File: config.mk
export PLATFORM = sky130hd
export DESIGN_NAME = bgfp_top
export DESIGN_NICKNAME = d
export VERILOG_FILES = /design/src/rtl/bgfp_pkg.sv /design/src/rtl/bgfp_clk_div.sv /design/src/rtl/bgfp_top.sv
export SDC_FILE = /design/constraint.sdc
export NUM_CORES = 1
export LEC_CHECK = 0
export ABC_AREA = 0
export BUFFER_PORTS_ARGS = -buffer_cell sky130_fd_sc_hd__buf_2
export CORE_MARGIN = 5
export CORE_UTILIZATION = 54
export DETAILED_ROUTE_END_ITERATION = 12
export PLACE_DENSITY = 0.78
export SLEW_MARGIN = 20
export SYNTH_ARGS = -nofsm -noshare
export SYNTH_HDL_FRONTEND = slang
export SYNTH_SLANG_ARGS = --single-unit
File: constraint.sdc
create_clock -name pclk -period 4.3 [get_ports pclk]
set_input_delay 0.645 -clock pclk [delete_from_list [all_inputs] [get_ports pclk]]
set_output_delay 0.645 -clock pclk [all_outputs]
set_load 0.01 [all_outputs]
File: src/rtl/bgfp_pkg.sv
// package: constants, types and register map of the gpio and flow-pin controller
//
// What this block does
// - each of sixteen pins is input, open-drain output or push-pull output
// - after reset every pin is an input
// - open-drain high releases pin to pull-up; both modes drive low alike
// - port n: pin 4n tx toggle, 4n+1 rx toggle, 4n+2 rs-485, 4n+3 clock
// - four clock outputs, each 40 MHz base over its own 8-bit divider
// - divider one is invalid; divider zero gives 156 kHz
// - clock drives pin after enumeration and suspend exit; stops in suspend
// - clock outputs are derived by dividing the core clock
// - activity toggle rests high when idle, toggles at fixed rate when busy
// - rs-485 pin asserted while transmitting data or a line break
// - rs-485 pin active high by default, configurable active low
// - rts/cts handshake only on ports with flow control enabled
// - rts low while receive fill below 1536 bytes, high at watermark
// - after cts goes high at most two more bytes are sent
// - separate tx and rx flush options on handle open and on close
// - default: flush all on open, keep all on close
// - break holds rs-485 asserted from set-break until clear-break
package bgfp_pkg;

  localparam int NPORT   = 4;
  localparam int NPIN    = 16;
  localparam int FILL_W  = 12;
  localparam int CLK_KHZ = 50000;

  // register byte offsets
  localparam logic [7:0] OFF_PIN_MODE = 8'h00;
  localparam logic [7:0] OFF_PIN_OUT  = 8'h04;
  localparam logic [7:0] OFF_PIN_ALT  = 8'h08;
  localparam logic [7:0] OFF_PIN_IN   = 8'h0C;
  localparam logic [7:0] OFF_CLK_DIV  = 8'h10;
  localparam logic [7:0] OFF_PORT_CFG = 8'h14;
  localparam logic [7:0] OFF_STATUS   = 8'h18;

  // port_cfg field positions, one bit per port
  localparam int CFG_FLOW     = 0;
  localparam int CFG_485_LOW  = 4;
  localparam int CFG_OPEN_TX  = 8;
  localparam int CFG_OPEN_RX  = 12;
  localparam int CFG_CLOSE_TX = 16;
  localparam int CFG_CLOSE_RX = 20;

  // reset values
  localparam logic [31:0] PIN_MODE_RST = 32'h0000_0000;
  localparam logic [15:0] PIN_OUT_RST  = 16'h0000;
  localparam logic [15:0] PIN_ALT_RST  = 16'h0000;
  localparam logic [31:0] CLK_DIV_RST  = 32'h0000_0000;
  localparam logic [23:0] PORT_CFG_RST = 24'h00_FF00;

  // activity toggle half period, picked for visible blinking
  localparam int TOGGLE_HALF_MS = 50;
  localparam int TOGGLE_CYC     = TOGGLE_HALF_MS * CLK_KHZ;
  localparam int WATERMARK_B    = 1536;
  localparam int CTS_SLACK      = 2;
  localparam int BASE_MHZ       = 40;
  localparam int CORE_MHZ       = CLK_KHZ / 1000;

  typedef enum logic [1:0] {PM_IN, PM_OD, PM_PP, PM_RSV} bgfp_pin_mode_t;

  typedef struct packed {
    logic              tx_active;
    logic              rx_active;
    logic              tx_byte_start;
    logic              set_break;
    logic              clear_break;
    logic              handle_open;
    logic              handle_close;
    logic              cts_n;
    logic [FILL_W-1:0] rx_fill;
  } bgfp_port_in_t;

  typedef struct packed {
    logic rts_n;
    logic tx_allow;
    logic flush_tx;
    logic flush_rx;
  } bgfp_port_out_t;

  localparam bgfp_port_out_t PORT_OUT_RST = '{rts_n: 1'b0, tx_allow: 1'b1, flush_tx: 1'b0, flush_rx: 1'b0};

endpackage : bgfp_pkg

File: src/rtl/bgfp_clk_div.sv
// clock output divider: 40 MHz tick from the core clock, then 8-bit divide
`timescale 1ns/1ps
`default_nettype none
module bgfp_clk_div #(
  parameter int BASE = 40,
  parameter int CORE = 50
) (
  input  wire logic       pclk,
  input  wire logic       presetn,
  input  wire logic       run,
  input  wire logic [7:0] div,
  output var  logic       clk_o
);
  import bgfp_pkg::*;

  logic [7:0] acc;
  logic [8:0] cnt;
  logic [8:0] period;
  logic [8:0] next_cnt;
  logic       tick;

  // zero stands for 256, which lands on 156 kHz
  assign period = (div == 8'h00) ? 9'h100 : {1'b0, div};
  assign tick   = (9'(acc) + 9'(BASE)) >= 9'(CORE);
  assign next_cnt = (cnt >= period - 9'h001) ? 9'h000 : cnt + 9'h001;

  // base ticks come from a phase accumulator on the core clock, so edges
  // jitter by one core cycle but the mean rate is exact
  always_ff @(posedge pclk or negedge presetn)
  begin
    if (!presetn)
      acc <= 8'h00;
    else if (tick)
      acc <= 8'(9'(acc) + 9'(BASE) - 9'(CORE));
    else
      acc <= 8'(9'(acc) + 9'(BASE));
  end

  always_ff @(posedge pclk or negedge presetn)
  begin
    if (!presetn)
    begin
      cnt   <= 9'h000;
      clk_o <= 1'b0;
    end
    else if (!run)
    begin
      cnt   <= 9'h000;
      clk_o <= 1'b0;
    end
    else if (tick)
    begin
      cnt   <= next_cnt;
      clk_o <= next_cnt < (period >> 1);
    end
  end

endmodule : bgfp_clk_div
`default_nettype wire

File: src/rtl/bgfp_top.sv
// gpio, alternate pin functions and rts/cts flow control with apb registers
//
// Local design decisions: the APB interface to the registers and the register addresses.
`timescale 1ns/1ps
`default_nettype none
module bgfp_top
  import bgfp_pkg::*;
#(
  parameter int WATERMARK     = WATERMARK_B,
  parameter int TOGGLE_CYCLES = TOGGLE_CYC
) (
  input  wire logic                     pclk,
  input  wire logic                     presetn,
  input  wire logic                     psel,
  input  wire logic                     penable,
  input  wire logic                     pwrite,
  input  wire logic [7:0]               paddr,
  input  wire logic [31:0]              pwdata,
  input  wire logic [3:0]               pstrb,
  output var  logic [31:0]              prdata,
  output var  logic                     pready,
  output var  logic                     pslverr,
  input  wire logic                     usb_configured,
  input  wire logic                     usb_suspend,
  input  wire bgfp_pkg::bgfp_port_in_t  [NPORT-1:0] port_in,
  output var  bgfp_pkg::bgfp_port_out_t [NPORT-1:0] port_out,
  input  wire logic [NPIN-1:0]          gpio_in,
  output var  logic [NPIN-1:0]          gpio_out,
  output var  logic [NPIN-1:0]          gpio_oe
);
  import bgfp_pkg::*;

  localparam int TW = $clog2(TOGGLE_CYCLES + 1);

  ////////////////////////////////////////////////////////////////////////
  // registers and apb slave

  logic [31:0] pin_mode;
  logic [15:0] pin_out;
  logic [15:0] pin_alt;
  logic [15:0] pin_in;
  logic [31:0] clk_div;
  logic [23:0] port_cfg;
  logic [31:0] rd_mux;
  logic        wr_fire;
  logic        acc_phase;

  function automatic logic reg_hit(input logic [7:0] a);
    reg_hit = (a == OFF_PIN_MODE) || (a == OFF_PIN_OUT) || (a == OFF_PIN_ALT) ||
              (a == OFF_PIN_IN) || (a == OFF_CLK_DIV) || (a == OFF_PORT_CFG) ||
              (a == OFF_STATUS);
  endfunction : reg_hit

  function automatic logic [31:0] merge(input logic [31:0] old, input logic [31:0] nw,
                                        input logic [3:0] strb);
    merge = old;
    for (int b = 0; b < 4; b++)
      if (strb[b])
        merge[8*b +: 8] = nw[8*b +: 8];
  endfunction : merge

  logic [NPORT-1:0] brk;
  logic [1:0]       sent [NPORT];
  logic [1:0]       next_sent [NPORT];
  logic [NPORT-1:0] flow_en;
  logic [NPORT-1:0] low_485;
  logic [NPORT-1:0] cts_n_v;
  logic [NPORT-1:0] rts_v;
  logic [NPORT-1:0] allow_v;

  always_comb
  begin
    for (int p = 0; p < NPORT; p++)
    begin
      flow_en[p] = port_cfg[CFG_FLOW + p];
      low_485[p] = port_cfg[CFG_485_LOW + p];
      cts_n_v[p] = port_in[p].cts_n;
      rts_v[p]   = port_out[p].rts_n;
      allow_v[p] = port_out[p].tx_allow;
    end
  end

  assign acc_phase = psel && penable;
  assign wr_fire   = acc_phase && pready && pwrite && reg_hit(paddr);

  always_comb
  begin
    rd_mux = 32'h0000_0000;
    unique case (paddr)
      OFF_PIN_MODE: rd_mux = pin_mode;
      OFF_PIN_OUT:  rd_mux = {16'h0000, pin_out};
      OFF_PIN_ALT:  rd_mux = {16'h0000, pin_alt};
      OFF_PIN_IN:   rd_mux = {16'h0000, pin_in};
      OFF_CLK_DIV:  rd_mux = clk_div;
      OFF_PORT_CFG: rd_mux = {8'h00, port_cfg};
      OFF_STATUS:   rd_mux = {16'h0000, brk, allow_v, rts_v, cts_n_v};
      default:      rd_mux = 32'h0000_0000;
    endcase
  end

  // one wait state keeps prdata and pready straight from flip-flops
  always_ff @(posedge pclk or negedge presetn)
  begin
    if (!presetn)
    begin
      pready  <= 1'b0;
      pslverr <= 1'b0;
      prdata  <= 32'h0000_0000;
    end
    else
    begin
      pready  <= acc_phase && !pready;
      pslverr <= acc_phase && !pready && !reg_hit(paddr);
      prdata  <= (acc_phase && !pready && !pwrite) ? rd_mux : 32'h0000_0000;
    end
  end

  always_ff @(posedge pclk or negedge presetn)
  begin
    if (!presetn)
    begin
      pin_mode <= PIN_MODE_RST;
      pin_out  <= PIN_OUT_RST;
      pin_alt  <= PIN_ALT_RST;
      port_cfg <= PORT_CFG_RST;
    end
    else if (wr_fire)
    begin
      if (paddr == OFF_PIN_MODE)
        pin_mode <= merge(pin_mode, pwdata, pstrb);
      if (paddr == OFF_PIN_OUT)
        pin_out <= 16'(merge({16'h0000, pin_out}, pwdata, pstrb));
      if (paddr == OFF_PIN_ALT)
        pin_alt <= 16'(merge({16'h0000, pin_alt}, pwdata, pstrb));
      if (paddr == OFF_PORT_CFG)
        port_cfg <= 24'(merge({8'h00, port_cfg}, pwdata, pstrb));
    end
  end

  // a divider byte of one is refused and the old value kept
  always_ff @(posedge pclk or negedge presetn)
  begin
    if (!presetn)
      clk_div <= CLK_DIV_RST;
    else if (wr_fire && paddr == OFF_CLK_DIV)
    begin
      for (int b = 0; b < 4; b++)
        if (pstrb[b] && pwdata[8*b +: 8] != 8'h01)
          clk_div[8*b +: 8] <= pwdata[8*b +: 8];
    end
  end

  always_ff @(posedge pclk or negedge presetn)
  begin
    if (!presetn)
      pin_in <= 16'h0000;
    else
      pin_in <= gpio_in;
  end

  ////////////////////////////////////////////////////////////////////////
  // per-port alternate functions

  logic             clk_run;
  logic [NPORT-1:0] clk_pin;
  logic [TW-1:0]    tcnt [NPORT][2];
  logic [1:0]       tog [NPORT];
  logic [NPIN-1:0]  alt_val;

  assign clk_run = usb_configured && !usb_suspend;

  genvar g;
  generate
    for (g = 0; g < NPORT; g++)
    begin : g_clk
      bgfp_clk_div #(
        .BASE (BASE_MHZ),
        .CORE (CORE_MHZ)
      ) u_div (
        .pclk    (pclk),
        .presetn (presetn),
        .run     (clk_run),
        .div     (clk_div[8*g +: 8]),
        .clk_o   (clk_pin[g])
      );
    end
  endgenerate

  // break state runs from set-break until clear-break; set wins a tie
  always_ff @(posedge pclk or negedge presetn)
  begin
    if (!presetn)
      brk <= '0;
    else
      for (int p = 0; p < NPORT; p++)
        if (port_in[p].set_break)
          brk[p] <= 1'b1;
        else if (port_in[p].clear_break)
          brk[p] <= 1'b0;
  end

  // idle resets the phase, so a burst always starts with the led high
  always_ff @(posedge pclk or negedge presetn)
  begin
    if (!presetn)
    begin
      for (int p = 0; p < NPORT; p++)
      begin
        tog[p]     <= 2'b11;
        tcnt[p][0] <= '0;
        tcnt[p][1] <= '0;
      end
    end
    else
    begin
      for (int p = 0; p < NPORT; p++)
        for (int d = 0; d < 2; d++)
          if (!(d == 0 ? port_in[p].tx_active : port_in[p].rx_active))
          begin
            tog[p][d]  <= 1'b1;
            tcnt[p][d] <= '0;
          end
          else if (tcnt[p][d] == TW'(TOGGLE_CYCLES - 1))
          begin
            tog[p][d]  <= !tog[p][d];
            tcnt[p][d] <= '0;
          end
          else
            tcnt[p][d] <= tcnt[p][d] + TW'(1);
    end
  end

  always_comb
  begin
    for (int p = 0; p < NPORT; p++)
    begin
      alt_val[4*p]     = tog[p][0];
      alt_val[4*p + 1] = tog[p][1];
      alt_val[4*p + 2] = (port_in[p].tx_active || brk[p]) ^ low_485[p];
      alt_val[4*p + 3] = clk_pin[p];
    end
  end

  ////////////////////////////////////////////////////////////////////////
  // pin drivers

  logic [NPIN-1:0] next_gpio_out;
  logic [NPIN-1:0] next_gpio_oe;

  always_comb
  begin
    for (int i = 0; i < NPIN; i++)
    begin
      next_gpio_out[i] = 1'b0;
      next_gpio_oe[i]  = 1'b0;
      if (pin_alt[i])
      begin
        next_gpio_out[i] = alt_val[i];
        next_gpio_oe[i]  = (i % 4 == 3) ? clk_run : 1'b1;
      end
      else
        unique case (bgfp_pin_mode_t'(pin_mode[2*i +: 2]))
          PM_OD:
          begin
            next_gpio_out[i] = 1'b0;
            next_gpio_oe[i]  = !pin_out[i];
          end
          PM_PP:
          begin
            next_gpio_out[i] = pin_out[i];
            next_gpio_oe[i]  = 1'b1;
          end
          default:
          begin
            next_gpio_out[i] = 1'b0;
            next_gpio_oe[i]  = 1'b0;
          end
        endcase
    end
  end

  always_ff @(posedge pclk or negedge presetn)
  begin
    if (!presetn)
    begin
      gpio_out <= '0;
      gpio_oe  <= '0;
    end
    else
    begin
      gpio_out <= next_gpio_out;
      gpio_oe  <= next_gpio_oe;
    end
  end

  ////////////////////////////////////////////////////////////////////////
  // flow control and flush

  always_comb
  begin
    for (int p = 0; p < NPORT; p++)
    begin
      next_sent[p] = sent[p];
      if (!flow_en[p] || !port_in[p].cts_n)
        next_sent[p] = 2'b00;
      else if (port_in[p].tx_byte_start && sent[p] != 2'(CTS_SLACK))
        next_sent[p] = sent[p] + 2'b01;
    end
  end

  always_ff @(posedge pclk or negedge presetn)
  begin
    if (!presetn)
      for (int p = 0; p < NPORT; p++)
        sent[p] <= 2'b00;
    else
      for (int p = 0; p < NPORT; p++)
        sent[p] <= next_sent[p];
  end

  always_ff @(posedge pclk or negedge presetn)
  begin
    if (!presetn)
      port_out <= {NPORT{PORT_OUT_RST}};
    else
      for (int p = 0; p < NPORT; p++)
      begin
        port_out[p].rts_n <= flow_en[p] && (32'(port_in[p].rx_fill) >= WATERMARK);
        port_out[p].tx_allow <= !flow_en[p] || !port_in[p].cts_n ||
                                next_sent[p] < 2'(CTS_SLACK);
        port_out[p].flush_tx <= (port_in[p].handle_open && port_cfg[CFG_OPEN_TX + p]) ||
                                (port_in[p].handle_close && port_cfg[CFG_CLOSE_TX + p]);
        port_out[p].flush_rx <= (port_in[p].handle_open && port_cfg[CFG_OPEN_RX + p]) ||
                                (port_in[p].handle_close && port_cfg[CFG_CLOSE_RX + p]);
      end
  end

  logic [NPIN-1:0] want_in;
  logic [NPIN-1:0] od_high;
  always_comb
  begin
    for (int i = 0; i < NPIN; i++)
    begin
      want_in[i] = !pin_alt[i] && (pin_mode[2*i +: 2] == 2'b00 || pin_mode[2*i +: 2] == 2'b11);
      od_high[i] = !pin_alt[i] && pin_mode[2*i +: 2] == 2'b01 && pin_out[i];
    end
  end
endmodule : bgfp_top
`default_nettype wire

Word level (Yosys, flattened, before mapping). Index checks and enable logic that the tools add are counted. Widths: inputs -> output; s select.

Bits in writable memories: 0. Bits in read-only memories: 0. Register bits after elaboration: 486. Output and inout bits: 82. Latch bits: 0. Memories: 0.

$add $sub $neg: 28. Mux-type cells: 142. Reduce and logical (&&, ||, !) cells: 123. Multiply operators: 0. Divide/modulo/power cells: 0. Bitwise logic cells: 4. Shift-type cells: 0. Magnitude comparators: 20. Eq/ne operators: 66.

Operators with widths (number): $mux 22 (16); $pmux 32 s7 (1); $add 22x1->22 const B (8); $eq 22x22->1 const B (8); $mux 9 (16); $mux 1 (80); $ge 12x11->1 const B (4); $logic_not 8->1 (5); $logic_and 1x1->1 (37); $add 8x6->9 const B (4); $add 9x1->9 const B (4); $ge 9x6->1 const B (4); $ge 9x9->1 (4); $logic_not 1->1 (36); $lt 9x8->1 (4); $sub 9x1->9 const B (4); $reduce_and 3->1 (11); $eq 2x1->1 const B (16); $eq 2x2->1 const B (16); $mux 32 (1); $mux 8 (4); $ne 8x1->1 const B (4); $pmux 1 s2 (16); $sub 8x6->8 const B (4); 12 further kinds (76).

Logic depth before layout (Yosys ltp).
Depth after elaboration: 10. Mapped depth: 21. Mapped depth without buffers: 19.

Cells and area by module. From an unflattened synthesis, not the netlist that was laid out.

Cell total of the unflattened synthesis: 2553. Area total of the unflattened synthesis: 25824.8 µm².

By module, submodules not included: bgfp_top (cells an instance 1817, times used 1, area an instance 19498.7 µm², sequential area each 10385.0 µm²); bgfp_clk_div (cells an instance 184, times used 4, area an instance 1581.5 µm², sequential area each 425.4 µm²).

Least setup slack after synthesis. No wires, ideal clock.

Path type: register to register. From: register clk_div[3]. To: register g_clk[0].u_div.clk_o. Buffers on the path: 1. Library setup time: 0.078 ns. Data required time: 4.222 ns. Arrival time: 4.351 ns. Setup slack: -0.129 ns. Stages on the path, launching flop included: 19. Path through: dfrtp_1 > or4_1 > or3_4 > a21oi_1 > nand3_1 > xnor2_1 > ha_1 > nand3_1 > o221ai_1 > a221o_1 > clkbuf_1 > nor2_1 > ha_1 > o21a_1 > o21ai_0 > or3_1 > a21oi_1 > or4_1 > a21oi_1.

Cells in the longest elaborated chain, start to end: 8.

RTL lines: from (decl) (line bgfp_top.sv:42) `logic [31:0] clk_div;`; from (signal, indexed assignment) (line bgfp_top.sv:149) `clk_div[8*b +: 8] <= pwdata[8*b +: 8];`; $logic_not 8->1 (line bgfp_clk_div.sv:23) `assign period = (div == 8'h00) ? 9'h100 : {1'b0, div};`; $mux 9 * (line bgfp_clk_div.sv:23); $sub 9x1->9 (line bgfp_clk_div.sv:25) `assign next_cnt = (cnt >= period - 9'h001) ? 9'h000 : cnt + 9'h001;`; $ge 9x9->1 (line bgfp_clk_div.sv:25); $mux 9 (line bgfp_clk_div.sv:25); $lt 9x8->1 * (line bgfp_clk_div.sv:54) `clk_o <= next_cnt < (period >> 1);`; $mux 1 * (line bgfp_clk_div.sv:51) `else if (tick)`; $mux 1 * (line bgfp_clk_div.sv:46) `else if (!run)`; to (signal assigned) (line bgfp_clk_div.sv:54); to (decl) (line bgfp_clk_div.sv:12) `output var logic clk_o`.

Every way passes the cells marked *; elsewhere a longest branch is shown, timed or not. The select of a mux whose other input is x is not followed. A chain may end at the register's enable or synchronous reset.

Worst setup path in the final report. Same ends and word-level chain as after synthesis.

==> run_results.csv <==
group,metric,value,unit
clock_tree,numCtsBuffers,51,
critical_path,worstPathArrival,4710,ps
detailed_routing,drc_errors,0,
power_and_ir_drop,switching_power,0.002114,W
die,pin_count,229,
sta,max_clock_freq,0.2377,GHz
detailed_routing,wl,61960,µm
detailed_routing,via_per_inst,5.776,
sta,fin_crit_sh,0.9786,
global_routing,grt-ovfl-total,0,
run_status,status,"finished clean",
sta,setup_viol,0,
critical_path,critical_path_class,"reg -> reg",
critical_path,reg2reg_depth,18,
sta,grt_setup_unrepaired,"yes",
die,die_w,225.2,µm
sta,min_period,4208,ps
job,drv_cap,0,
sta,hold_violations,0,
logic_synthesis,ys_types,83,
power_and_ir_drop,switching_share,0.2245,
global_routing,grt_antenna_before_repair,6,
detailed_routing,num_vias,19320,
power_and_ir_drop,irDropWorstVdd,0.3117,mV
logic_synthesis,syn_inst,2478,
detailed_routing,drt_iter0_drc,1565,
power_and_ir_drop,p_comb_frac,0.036,
sta,worst_pin_slew,936.9,ps
die,core_area,45580,µm²
clock_tree,clock_latency,610,ps
clock_tree,cts.sinks,482,
detailed_routing,drtPass1Iterations,5,
placed_design,port_buffers,192,
power_and_ir_drop,p_leak,13.13,nW
worst_hold_path,min_path_type,"in -> async",
logic_synthesis,synthFlopType,"dfrtp_1",
clock_tree,clock_path_buffers,3,
global_routing,grt_util_met3,0.04820,
die,initial_core_util,0.5486,
logic_synthesis,yosysSeqAreaShare,0.4834,
critical_path,path_buf_inv,1,
detailed_routing,antenna_left,0,
placed_design,dp_hpwl,45180,µm
power_and_ir_drop,fin_total_pwr,0.009413,W
power_and_ir_drop,clockPowerShare,0.474,
layout,fin_nets,2982,
clock_tree,h-tree-depth,2,
logic_synthesis,synth.avg_cell_area,10.09,µm²
global_routing,use_met2,0.3890,
critical_path,r2r_slack,90,ps
power_and_ir_drop,power.internal,0.007299,W
sta,maxSlewHeadroom,0.3731,
sta,clock_skew,35.53,ps
sta,maxSlewViolCount,0,
placed_design,gp_congestion,0.9683,
logic_synthesis,ys_ff_latch,482,
placed_design,placed_area,26730,µm²
detailed_routing,routedWlPerCell,18.52,µm
global_routing,grt_pass1_wl,101300,µm
critical_path,r2r-start,"clk_div[3]$_DFFE_PN0P_",
clock_tree,path_clk_slew,60,ps
clock_tree,cts_tree,"yes",
sta,whs,77.90,ps
critical_path,path_cells,"or4_4 -> or3_4 -> a21oi_4 -> nand3_2 -> xnor2_2 -> ha_1 -> nand3_2 -> o221ai_1 -> a221o_2 -> buf_12 -> nor2_4 -> ha_4 -> a21oi_2 -> nor2b_1 -> o21ai_1 -> a31oi_1 -> or4_4 -> a21oi_2",
critical_path,worstSetupStartpointType,"register",
global_routing,grtUsageMet1,0.3374,
logic_synthesis,async_reset_ff_frac,1.000,
critical_path,max_stage_delay,540,ps
critical_path,critPathRequiredTime,4810,ps
clock_tree,cts-root-buf,"clkbuf_16",
critical_path,slowest_stage,"or4_4",
logic_synthesis,synth_area,25000,µm²
die,rows,78,
global_routing,grt_max_degree,106,
power_and_ir_drop,powerDensity,328.8,nW/µm²
global_routing,grt_busiest_layer,"met2",
global_routing,grt_pass1_vias,19480,
global_routing,grt_usage,0.2430,
critical_path,cp_top_family,"simple AND/OR/NAND/NOR gates",
power_and_ir_drop,p_seq_frac,0.490,
logic_synthesis,ys_warn_count,0,
critical_path,cp-end-kind,"register",
layout,synthToLayoutAreaGrowth,14.49,%
layout,stdcell_area,28630,µm²
critical_path,critPathMaxFanout,6,
die,dieArea,50700,µm²
critical_path,worstReg2RegEnd,"g_clk[0].u_div.clk_o$_DFFE_PN0P_",
die,die_y,225.2,µm
logic_synthesis,synth-edff-count,0,
layout,layout-drive-gt1-share,0.1776,
==> layout by cell type (no fill, tap or decap), types with 103 or more instances in the layout <==
master,count
dfrtp_1,462
nand3_1,108
xor2_1,106
nand2_1,189
buf_2,191
o21ai_0,103
ha_1,134
inv_1,156
nor2_1,324
xnor2_1,140
==> worst max-delay path by stage <==
stage	slack (ps)	depth (start not counted)	endpoint	from
3_5_place_dp	-70	17	g_clk[1].u_div.clk_o$_DFFE_PN0P_	clk_div[11]$_DFFE_PN0P_
3_3_place_gp	20	17	g_clk[1].u_div.clk_o$_DFFE_PN0P_	clk_div[11]$_DFFE_PN0P_
6_report	90	18	g_clk[0].u_div.clk_o$_DFFE_PN0P_	clk_div[3]$_DFFE_PN0P_
4_1_cts	20	18	g_clk[0].u_div.clk_o$_DFFE_PN0P_	clk_div[3]$_DFFE_PN0P_
2_1_floorplan	30	18	g_clk[0].u_div.clk_o$_DFFE_PN0P_	clk_div[3]$_DFFE_PN0P_
5_1_grt	-70	18	g_clk[0].u_div.clk_o$_DFFE_PN0P_	clk_div[3]$_DFFE_PN0P_
==> power groups by stage <==
stage          registers, W  logic [W]  clock network (W)
2_1_floorplan       0.00468   0.000122                  0
3_3_place_gp        0.00469   0.000330                  0
3_5_place_dp        0.00469   0.000340                  0
4_1_cts             0.00461   0.000343            0.00455
5_1_grt             0.00461   0.000383            0.00476
6_report            0.00461   0.000338            0.00446
==> cell usage after synthesis, types with 24 or more instances <==
cell | n | area share
nand2_1 | 189 | 0.028
xor2_1 | 106 | 0.037
mux2_2 | 86 | 0.039
a22oi_1 | 43 | 0.013
xnor2_1 | 141 | 0.049
o21ai_0 | 106 | 0.021
dfrtp_1 | 462 | 0.46
clkbuf_1 | 34 | 0.0051
a222oi_1 | 24 | 0.0096
ha_1 | 136 | 0.068
and3_1 | 42 | 0.011
nand3_1 | 110 | 0.022
nand4_1 | 40 | 0.010
nor4_1 | 29 | 0.0073
nor3_1 | 36 | 0.0072
nor2_1 | 326 | 0.049
a21oi_1 | 71 | 0.014
inv_1 | 156 | 0.023
==> through the flow <==
step	util	std cells	worst slack [ps]	setup TNS [ps]
CTS	0.6245	3336	24.39	0
floorplan	-	2481	34.31	0
global placement	0.5866	3240	21.25	0
global route	0.6280	3343	-65.95	-65.95
finish	0.6281	3345	92.22	0
detailed placement	0.5866	3240	-73.69	-73.69
==> flip-flops by register name (all words and copies together) (netlist names), 8 cells and up <==
name	cells
pin_in	16
port_out	16
g_clk.u_div.acc	28
pin_mode	32
gpio_oe	16
sent	8
gpio_out	16
prdata	32
g_clk.u_div.cnt	36
port_cfg	24
alt_val	8
pin_out	16
pin_alt	16
tcnt	176
clk_div	32
==> per-layer routing <==
| metal | vias up | wire (µm) |
|---|---|---|
| li1 | 9064 | - |
| met1 | 9456 | 26790 |
| met2 | 669 | 28790 |
| met3 | 127 | 4438 |
| met4 | 6 | 1919 |
| met5 | - | 30 |
==> layout make-up <==
class                      instances  area, µm²
fill                            3591      16950
multi-input combinational       1776      12120
sequential                       482      12090
clock buffer                      78       1560
timing repair buffer             232       1351
tap                              600      750.7
inverter                         156      585.6
clock inverter                    18      160.2
antenna                            3      7.507
==> kinds of logic after synthesis <==
group	synth area share
other	0.0001500
xor gates and xnor gates	0.08652
buffers and inverters	0.03668
muxes	0.04204
and+or+nand+nor	0.1847
DFF	0.4834
AOI/OAI and AO/OA	0.09843
adders and majority gates	0.06806
==> timing repair <==
| item | 4_1_cts | 5_1_grt |
|---|---|---|
| hold buffers | 0 | 0 |
| endpoints found under the setup margin | 1 | 4 |
| gates resized for setup | 1 | 22 |
| pin swaps | 0 | 14 |
| gates cloned | 0 | 1 |
| buffers inserted | 0 | 5 |
Power figures use the tool's default switching activity.
